[config.mk]
export PLATFORM = sky130hd
export DESIGN_NAME = cst_decode_timer
export DESIGN_NICKNAME = d
export VERILOG_FILES = /design/src/common/cst_pkg.sv /design/src/cst_decode_timer.sv /design/src/cst_state_sum.sv
export SDC_FILE = /design/constraint.sdc
export NUM_CORES = 1
export LEC_CHECK = 0
export ABC_AREA = 1
export BUFFER_PORTS_ARGS = -buffer_cell sky130_fd_sc_hd__buf_4
export CORE_MARGIN = 2
export CORE_UTILIZATION = 55
export DETAILED_ROUTE_END_ITERATION = 6
export HOLD_SLACK_MARGIN = 0.03
export PLACE_DENSITY = 0.86
export SETUP_SLACK_MARGIN = 0.3
export SKIP_LAST_GASP = 1
export SYNTH_ARGS = -nofsm -noshare
export SYNTH_HDL_FRONTEND = slang
export SYNTH_SLANG_ARGS = --single-unit
[constraint.sdc]
create_clock -name i_mclk -period 2.28 [get_ports i_mclk]
set_clock_uncertainty 0.15 [all_clocks]
set_input_delay 0.228 -clock i_mclk [delete_from_list [all_inputs] [get_ports i_mclk]]
set_output_delay 0.228 -clock i_mclk [all_outputs]
set_load 0.1 [all_outputs]
[src/common/cst_pkg.sv]
/*
  shared types and constants for the opcode decoder and state timer.
  assumes one 100 MHz cpu clock; one cpu state is one clock cycle.
*/
package cst_pkg;
  localparam int OPC_HI = 15;
  localparam int OPC_LO = 8;
  localparam int CNT_W = 4;
  localparam int TOT_W = 8;

  // states per cycle of each type
  localparam logic [3:0] ST_FETCH = 4'h2;
  localparam logic [3:0] ST_BRADDR = 4'h2;
  localparam logic [3:0] ST_STACK = 4'h2;
  localparam logic [3:0] ST_BYTE_MEM = 4'h2;
  localparam logic [3:0] ST_BYTE_PERI_FAST = 4'h2;
  localparam logic [3:0] ST_BYTE_PERI_SLOW = 4'h3;
  localparam logic [3:0] ST_WORD = 4'h2;
  localparam logic [3:0] ST_INTERNAL = 4'h1;

  // first byte of the move form with pre-decrement / post-increment addressing
  localparam logic [7:0] OPC_MOV_STACK = 8'h6D;

  localparam logic [TOT_W-1:0] TOTAL_RST = 8'h00;
  localparam logic [7:0] OPC_RST = 8'h00;

  typedef struct packed {
    logic [CNT_W-1:0] fetch;
    logic [CNT_W-1:0] braddr;
    logic [CNT_W-1:0] stack;
    logic [CNT_W-1:0] byte_acc;
    logic [CNT_W-1:0] word_acc;
    logic [CNT_W-1:0] internal;
  } cst_counts_s;

  // where the byte accesses of an instruction land
  typedef struct packed {
    logic byte_to_periph;
    logic periph_slow;
  } cst_target_s;

  typedef enum logic [3:0] {
    CLS_MISC_CTL,
    CLS_ALU_SHIFT,
    CLS_MOVE,
    CLS_BRANCH,
    CLS_JUMP_CALL,
    CLS_BIT_MANIP,
    CLS_ALU_IMM
  } cst_class_e;
endpackage

[src/cst_decode_timer.sv]
/*
  first-byte opcode decoder and execution state timer.
  assumes requests come from logic on the same clock, so no synchroniser.
*/
`timescale 1ns/100ps
// Overview of operation
// - the instruction class is taken from bits 15 to 8 of the first word.
// - push and pop have no own codes and decode as the matching move.
// - execution states are the sum of each cycle count times its cost.
// - fetch and on-chip ram byte access cost 2 states each.
// - branch address read and stack cycles cost 2 states each.
// - a byte access to a peripheral costs 2 or 3 states by module.
module cst_decode_timer
  import cst_pkg::*;
(
  input wire logic i_mclk,
  input wire logic i_rstn,
  input wire logic i_start,
  input wire logic [15:0] i_insn_word,
  input wire cst_counts_s i_counts,
  input wire cst_target_s i_target,
  output logic o_ready,
  output logic o_busy,
  output logic o_done,
  output cst_class_e o_class,
  output logic o_stack_move,
  output logic [TOT_W-1:0] o_total_states
);
  typedef enum logic {S_IDLE, S_RUN} cst_state_e;

  cst_state_e state_q;
  logic [TOT_W-1:0] remain_q;
  logic [TOT_W-1:0] sum_w;
  logic [7:0] opc_w;
  logic accept_w;
  logic done_q;
  cst_class_e class_d;

  function automatic cst_class_e classify(input logic [7:0] opc);
    case (opc[7:4])
      4'h0: classify = CLS_MISC_CTL;
      4'h1: classify = CLS_ALU_SHIFT;
      4'h2, 4'h3: classify = CLS_MOVE;
      4'h4: classify = CLS_BRANCH;
      4'h5: classify = CLS_JUMP_CALL;
      // upper half of row 6 is moves, this covers the stack form too
      4'h6: classify = opc[3] ? CLS_MOVE : CLS_BIT_MANIP;
      4'h7: classify = CLS_BIT_MANIP;
      default: classify = CLS_ALU_IMM;
    endcase
  endfunction

  assign opc_w = i_insn_word[OPC_HI:OPC_LO];
  assign class_d = classify(opc_w);
  assign o_ready = (state_q == S_IDLE);
  assign o_busy = (state_q == S_RUN);
  assign o_done = done_q;
  assign accept_w = i_start && o_ready;

  cst_state_sum u_sum (
    .i_counts(i_counts),
    .i_target(i_target),
    .o_total(sum_w)
  );

  always_ff @(posedge i_mclk or negedge i_rstn) begin
    if (!i_rstn) begin
      o_class <= CLS_MISC_CTL;
      o_stack_move <= 1'b0;
      o_total_states <= TOTAL_RST;
    end else if (accept_w) begin
      o_class <= class_d;
      o_stack_move <= (opc_w == OPC_MOV_STACK);
      o_total_states <= sum_w;
    end
  end

  // one clock per state; a zero total finishes without entering run
  always_ff @(posedge i_mclk or negedge i_rstn) begin
    if (!i_rstn) begin
      state_q <= S_IDLE;
      remain_q <= TOTAL_RST;
      done_q <= 1'b0;
    end else begin
      done_q <= 1'b0;
      case (state_q)
        S_IDLE: begin
          if (accept_w) begin
            remain_q <= sum_w;
            if (sum_w == TOTAL_RST) begin
              done_q <= 1'b1;
            end else begin
              state_q <= S_RUN;
            end
          end
        end
        S_RUN: begin
          remain_q <= remain_q - 8'h01;
          if (remain_q == 8'h01) begin
            state_q <= S_IDLE;
            done_q <= 1'b1;
          end
        end
        default: state_q <= S_IDLE;
      endcase
    end
  end

  // helper: counts the clocks spent running, read only by checks
  logic [TOT_W-1:0] run_cnt_q;
  always_ff @(posedge i_mclk or negedge i_rstn) begin
    if (!i_rstn) begin
      run_cnt_q <= TOTAL_RST;
    end else if (accept_w) begin
      run_cnt_q <= TOTAL_RST;
    end else if (o_busy) begin
      run_cnt_q <= run_cnt_q + 8'h01;
    end
  end
endmodule

[src/cst_state_sum.sv]
/*
  combinational state-count adder: weights each cycle count by its cost.
  assumes counts and target flags are steady while they are read.
*/
`timescale 1ns/100ps
module cst_state_sum
  import cst_pkg::*;
(
  input wire cst_counts_s i_counts,
  input wire cst_target_s i_target,
  output logic [TOT_W-1:0] o_total
);
  function automatic logic [TOT_W-1:0] weigh(input logic [CNT_W-1:0] n,
                                             input logic [3:0] cost);
    // widen before the product so a full count does not wrap at four bits
    weigh = TOT_W'(n) * TOT_W'(cost);
  endfunction

  logic [3:0] byte_cost;

  always_comb begin
    if (!i_target.byte_to_periph) begin
      byte_cost = ST_BYTE_MEM;
    end else if (i_target.periph_slow) begin
      byte_cost = ST_BYTE_PERI_SLOW;
    end else begin
      byte_cost = ST_BYTE_PERI_FAST;
    end
  end

  // sum of the six weighted terms; max 15*12 fits 8 bits
  always_comb begin
    o_total = weigh(i_counts.fetch, ST_FETCH)
      + weigh(i_counts.braddr, ST_BRADDR)
      + weigh(i_counts.stack, ST_STACK)
      + weigh(i_counts.byte_acc, byte_cost)
      + weigh(i_counts.word_acc, ST_WORD)
      + weigh(i_counts.internal, ST_INTERNAL);
  end
endmodule

-- Yosys cells after proc, flatten, opt, wreduce, memory -nomap -nowiden
Index checks and enable logic that the tools add are counted.
- bits in registers: 23
- word-level logic and storage cells: 42
- output and inout port bits: 16
- multiplexer cells: 14
- bitwise logic cells: 1
- equality and inequality tests: 10
- reductions and logical operators: 4
- multipliers: 1
- add/subtract/negate cells: 6
- operators with widths (operator ; count):
    $pmux W3 S7 ; 1
    $add A8 B5 Y8 ; 2
    $eq A4 B3 Y1 const B ; 4
    $pmux W8 S2 ; 1
    $add A8 B4 Y8 ; 1
    $add A8 B8 Y8 ; 1
    $eq A4 B2 Y1 const B ; 2
    $eq A8 B1 Y1 const B ; 1
    $eq A8 B7 Y1 const B ; 1
    $logic_not A8 Y1 ; 1
    $mul A4 B4 Y8 ; 1
    $mux W8 ; 1
    $sub A8 B1 Y8 const B ; 1
    $mux W1 ; 7
    $add A5 B5 Y6 ; 1
    $eq A4 B1 Y1 const B ; 1
    $logic_not A4 Y1 ; 1
    $mux W4 ; 1
    $pmux W1 S2 ; 2
    $mux W3 ; 1
    $ne A2 B1 Y1 const B ; 1
    $reduce_or A2 Y1 ; 1
    $logic_and A1 B1 Y1 ; 1
    $not A1 Y1 ; 1

-- Depth between registers and ports, before layout
- depth after elaboration: 10
- depth in mapped cells: 20

-- Hierarchy
Synthesis repeated with hierarchy kept, for this count alone.
- cells, all modules: 260
- area total of the unflattened synthesis: 2038.2 um^2
- modules (own cells, without submodules) (module ; area an instance (um^2) ; cells an instance ; instances):
    cst_decode_timer ; 1247.4 ; 162 ; 1
    cst_state_sum ; 790.8 ; 98 ; 1

-- Worst setup path before layout
OpenSTA, ideal clock, no wires.
- path type: input port to flip-flop
- from: input i_counts[16] in the netlist's numbering
- to: register state_q (netlist: o_busy)
- data required time: 2.014 ns
- cell stages on the path: 18
- slack: -1.684 ns
- data arrival time: 3.697 ns
- buffers on the path: 0
- cell sequence: ha_1 > inv_1 > fa_1 > xor2_1 > fa_1 > inv_1 > fa_1 > inv_1 > fa_1 > inv_1 > ha_1 > fa_1 > nor2_1 > nand3_1 > nor2_1 > nand2_1 > nand2_1 > nand2_1
- longest elaborated chain between the ends: 9
- ends and longest elaborated chain (item ; line ; source):
    start: declaration ; cst_decode_timer.sv:20 ; input wire cst_counts_s i_counts,
    $add A5 B5 Y6 ; cst_state_sum.sv:34 ; + weigh(i_counts.braddr, ST_BRADDR)
    $add A8 B5 Y8 ; cst_state_sum.sv:35 ; + weigh(i_counts.stack, ST_STACK)
    $add A8 B8 Y8 ; cst_state_sum.sv:36 ; + weigh(i_counts.byte_acc, byte_cost)
    $add A8 B5 Y8 ; cst_state_sum.sv:37 ; + weigh(i_counts.word_acc, ST_WORD)
    $add A8 B4 Y8 ; cst_state_sum.sv:38 ; + weigh(i_counts.internal, ST_INTERNAL);
    named net sum_w[4] ; cst_decode_timer.sv:33 ; logic [TOT_W-1:0] sum_w;
    $logic_not A8 Y1 ; cst_decode_timer.sv:90 ; if (sum_w == TOTAL_RST) begin
    $mux W1 ; cst_decode_timer.sv:90 ;
    $mux W1 ; cst_decode_timer.sv:88 ; if (accept_w) begin
    $pmux W1 S2 ; cst_decode_timer.sv:86 ; case (state_q)
    end signal: assignment ; cst_decode_timer.sv:93 ; state_q <= S_RUN;
    end signal: assignment ; cst_decode_timer.sv:100 ; state_q <= S_IDLE;
    end signal: assignment ; cst_decode_timer.sv:104 ; default: state_q <= S_IDLE;
    end: declaration ; cst_decode_timer.sv:31 ; cst_state_e state_q;
The timed path passes the listed nets, and every way through them passes these cells.
A chain may end at the register's enable or synchronous reset.

-- Worst setup path in the final report
- from: input i_counts[16] in the netlist's numbering
- to: register state_q (netlist: o_busy)
- longest elaborated chain between the ends: 9
- ends and longest elaborated chain (item ; line):
    $add A5 B5 Y6 ; cst_state_sum.sv:34
    $add A8 B5 Y8 ; cst_state_sum.sv:35
    $add A8 B8 Y8 ; cst_state_sum.sv:36
    $add A8 B5 Y8 ; cst_state_sum.sv:37
    $add A8 B4 Y8 ; cst_state_sum.sv:38
    $logic_not A8 Y1 ; cst_decode_timer.sv:90
    $mux W1 ; cst_decode_timer.sv:90
    $mux W1 ; cst_decode_timer.sv:88
    $pmux W1 S2 ; cst_decode_timer.sv:86
Every way passes these cells.

==> impl_metrics.json <==
{
  "cpMaxStageDelayCell": "fa_1",
  "drc": 0,
  "path_cells": "buf_8 -> ha_4 -> inv_2 -> fa_2 -> xor2_2 -> fa_1 -> inv_1 -> fa_1 -> inv_1 -> fa_1 -> inv_2 -> ha_4 -> fa_2 -> inv_2 -> nand2_2 -> nand2_1 -> nand3_1 -> nor2_2 -> nand2_1 -> nand2_1 -> nand2_1",
  "irDropWorstVdd_mv": 0.5632,
  "grt_pass1_wl_um": 7603,
  "ys_warn_count": 0,
  "path_delay_family": "adder cells",
  "worstSetupPathType": "primary input to register",
  "rsz0062_at_grt": "true",
  "via_per_inst": 5.151,
  "hold_ws_ns": 0.08871,
  "ys_types": 24,
  "grt_pass1_vias": 1878,
  "switching_share": 0.4828,
  "path_clk_slew_ns": 0.14,
  "drt-total-wl_um": 4968,
  "numCtsBuffers": 3,
  "relSlewSlack": 0.6577,
  "violations": "negative setup slack",
  "fillerInstances": 221,
  "die_h_um": 62.38,
  "worst_slack_ns": -1.352,
  "p_sw_uw": 1156,
  "pin_count": 61,
  "timing.final.crit_share": 1.593,
  "dp_hpwl_um": 3407,
  "crit_fanout": 3,
  "hp-class": "primary input to register",
  "drive_gt1_frac": 0.3237,
  "crit_buf_inv": 6,
  "total_power_uw": 2395,
  "first_iter_violations": 140,
  "grt_max_degree": 23,
  "rows": 21,
  "coreArea_um2": 3311,
  "preCtsSetupSlack_ns": -1.770,
  "avgSynthCellArea_um2": 7.745,
  "vias": 1844,
  "die_w_um": 62.38,
  "power.leakage_uw": 0.001430,
  "dieArea_um2": 3891,
  "ant_nets": 0,
  "wl_per_cell_um": 13.88,
  "cts_buffer_depth": 2,
  "arrival_ns": 3.73,
  "nets": 388,
  "yosys.area.top_type": "dfrtp_1",
  "setup_violations": 14,
  "cts-root-buf": "clkbuf_4",
  "endpoint_kind": "register",
  "synthTopCellsByArea": "dfrtp_1 (29%), fa_1 (17%), nand2_1 (13%)",
  "clock.fmax_mhz": 275.3,
  "cts_tree": "built",
  "hold_viol_final": 0,
  "htreeDepth": 1,
  "antenna_found_initial": 0,
  "clock_sinks": 22,
  "worst_path_largest_cell_delay_ns": 0.49,
  "worst_slew_pin_slew_ns": 0.5116,
  "crit_top_cell": "nand2_1",
  "cp-start-kind": "primary input",
  "grtUsageTotal": 0.2435,
  "seqPwrFrac": 0.194,
  "start_util": 0.5661,
  "n_antenna_cell": 0,
  "ys_seq_area_frac": 0.2937,
  "maxCapViolations": 0,
  "synthCells": 242,
  "grt-ovfl-total": 0,
  "gp_congestion": 0.8750,
  "p_clk_frac": 0.130,
  "syn-num-nets": 317,
  "pwr_density_cell_nw_per_um2": 907.2,
  "syn_to_final_growth_pct": 40.85,
  "combPwrFrac": 0.676,
  "synth_top_area_share": 0.2937,
  "synth_area_um2": 1874,
  "fin_crit_ns": 3.632,
  "clk_latency_ns": 0.33,
  "synth_seq_cells": 22,
  "dr.pass1.iters": 4,
  "numPortBuffers": 51,
  "drv_slew": 0,
  "status": "finished, violations left",
  "p_int_uw": 1239,
  "worstPathRequired_ns": 2.37
}
==> synth_stat cells <==
cell type and n:
nand2_1 63, inv_1 56, dfrtp_1 22, nand3_1 19
nor2_1 18, fa_1 16, ha_1 14, o21ai_0 5
a21oi_1 4, nand4_1 4, nor3_1 3, o211ai_1 3
xor2_1 3, buf_4 2, a41oi_1 1, buf_2 1
buf_6 1, conb_1 1, inv_2 1, nand2_2 1
nand3b_1 1, nor2_2 1, nor2_4 1, or2_0 1
==> cell type report <==
class                      instances  area (um^2)  area share
clock buffer                       3        22.52    0.008531
clock inverter                     1        30.03     0.01137
inverter                          57        217.7     0.08246
multi-input combinational        159         1206      0.4569
sequential                        22        550.5      0.2085
tap                               46        57.56     0.02180
timing repair buffer              70        555.5      0.2104
==> placed cells by master, fill, tap and decap left out, types with 2 or more instances in the layout <==
cell type and count:
ha_1 9, clkbuf_4 3, fa_1 14, a21oi_1 2, xor2_1 2, nor2_1 17
o211ai_1 3, fa_2 2, dlygate4sd3_1 3, inv_1 50, nor3_1 3, o21ai_0 5
nand3_1 13, dfrtp_1 22, buf_4 62, a21oi_2 2, nand3_2 4, nand4_1 4
inv_2 6, buf_6 4, nand3_4 2, nand2_2 4, nand2_1 60, ha_4 4
nor2_2 2
==> sequential cells by signal, summed over array words and instances, names as in the netlist <==
register	count
remain_q	8
o_done	1
o_total_states	8
o_stack_move	1
o_class	3
o_busy	1
==> cells by family after synthesis <==
kind of cell               share of synthesized area
AOI/OAI and AO/OA                            0.04072
xor gates and xnor gates                     0.01402
adders and majority gates                     0.2644
buffers and inverters                         0.1308
DFF                                           0.2937
other                                       0.002001
and+or+nand+nor                               0.2543
==> power by group through the flow <==
stage	Clock [uW]	Combinational, uW	Sequential (uW)
6_report	312	1620	465
5_1_grt	327	1750	474
4_1_cts	308	1340	466
3_5_place_dp	0	1300	473
3_3_place_gp	0	1230	470
2_1_floorplan	0	551	824
==> through the flow <==
step	utilization	setup TNS [ns]	cell area (um^2)	instances
after global routing	0.7974	-15.20	2640	358
after global placement	0.7264	-18.55	2405	346
after CTS	0.7634	-13.20	2527	354
after floorplan	-	-15.00	1913	242
after detailed placement	0.7264	-19.51	2405	346
final	0.7974	-13.97	2640	358
==> metal layers <==
layer,vias up,wire [um],track usage
met4,0,112,0.09722
li1,869,-,-
met5,-,0,0
met1,906,1833,0.2620
met2,58,2838,0.4905
met3,11,184,0.01441
==> worst register-to-register path, cell delays in order, from the launching register on <==
cell	delay, ns
dfrtp_1	0.57
nor2_2	0.34
nand4_1	0.15
dlygate4sd3_1	0.60
nand2_1	0.06
==> path summary, 6_finish.rpt <==
| check | start | endpoint | slack (ns) | cells past startpoint |
|---|---|---|---|---|
| worst max-delay path | i_counts[16] | o_busy | -1.35 | 21 |
| worst min-delay path | i_insn_word[14] | o_class[2] | 0.09 | 3 |
| worst max register to register | o_busy | o_stack_move | 0.36 | 4 |
| worst min register to register | o_total_states[3] | o_total_states[3] | 0.34 | 2 |
| max in group asynchronous | i_rstn | remain_q[1] | 1.59 | 2 |
| min in group asynchronous | i_rstn | remain_q[4] | 0.16 | 2 |
==> timing repair <==
| item | CTS | global route |
|---|---|---|
| endpoints found under the setup margin | 14 | 15 |
| pin swaps | 8 | 14 |
| resized for setup | 8 | 19 |
| hold endpoints to repair | 23 | 0 |
| buffers inserted | 1 | 4 |
| hold buffers | 3 | 0 |
Note: power is estimated with default switching activity, not from simulation.
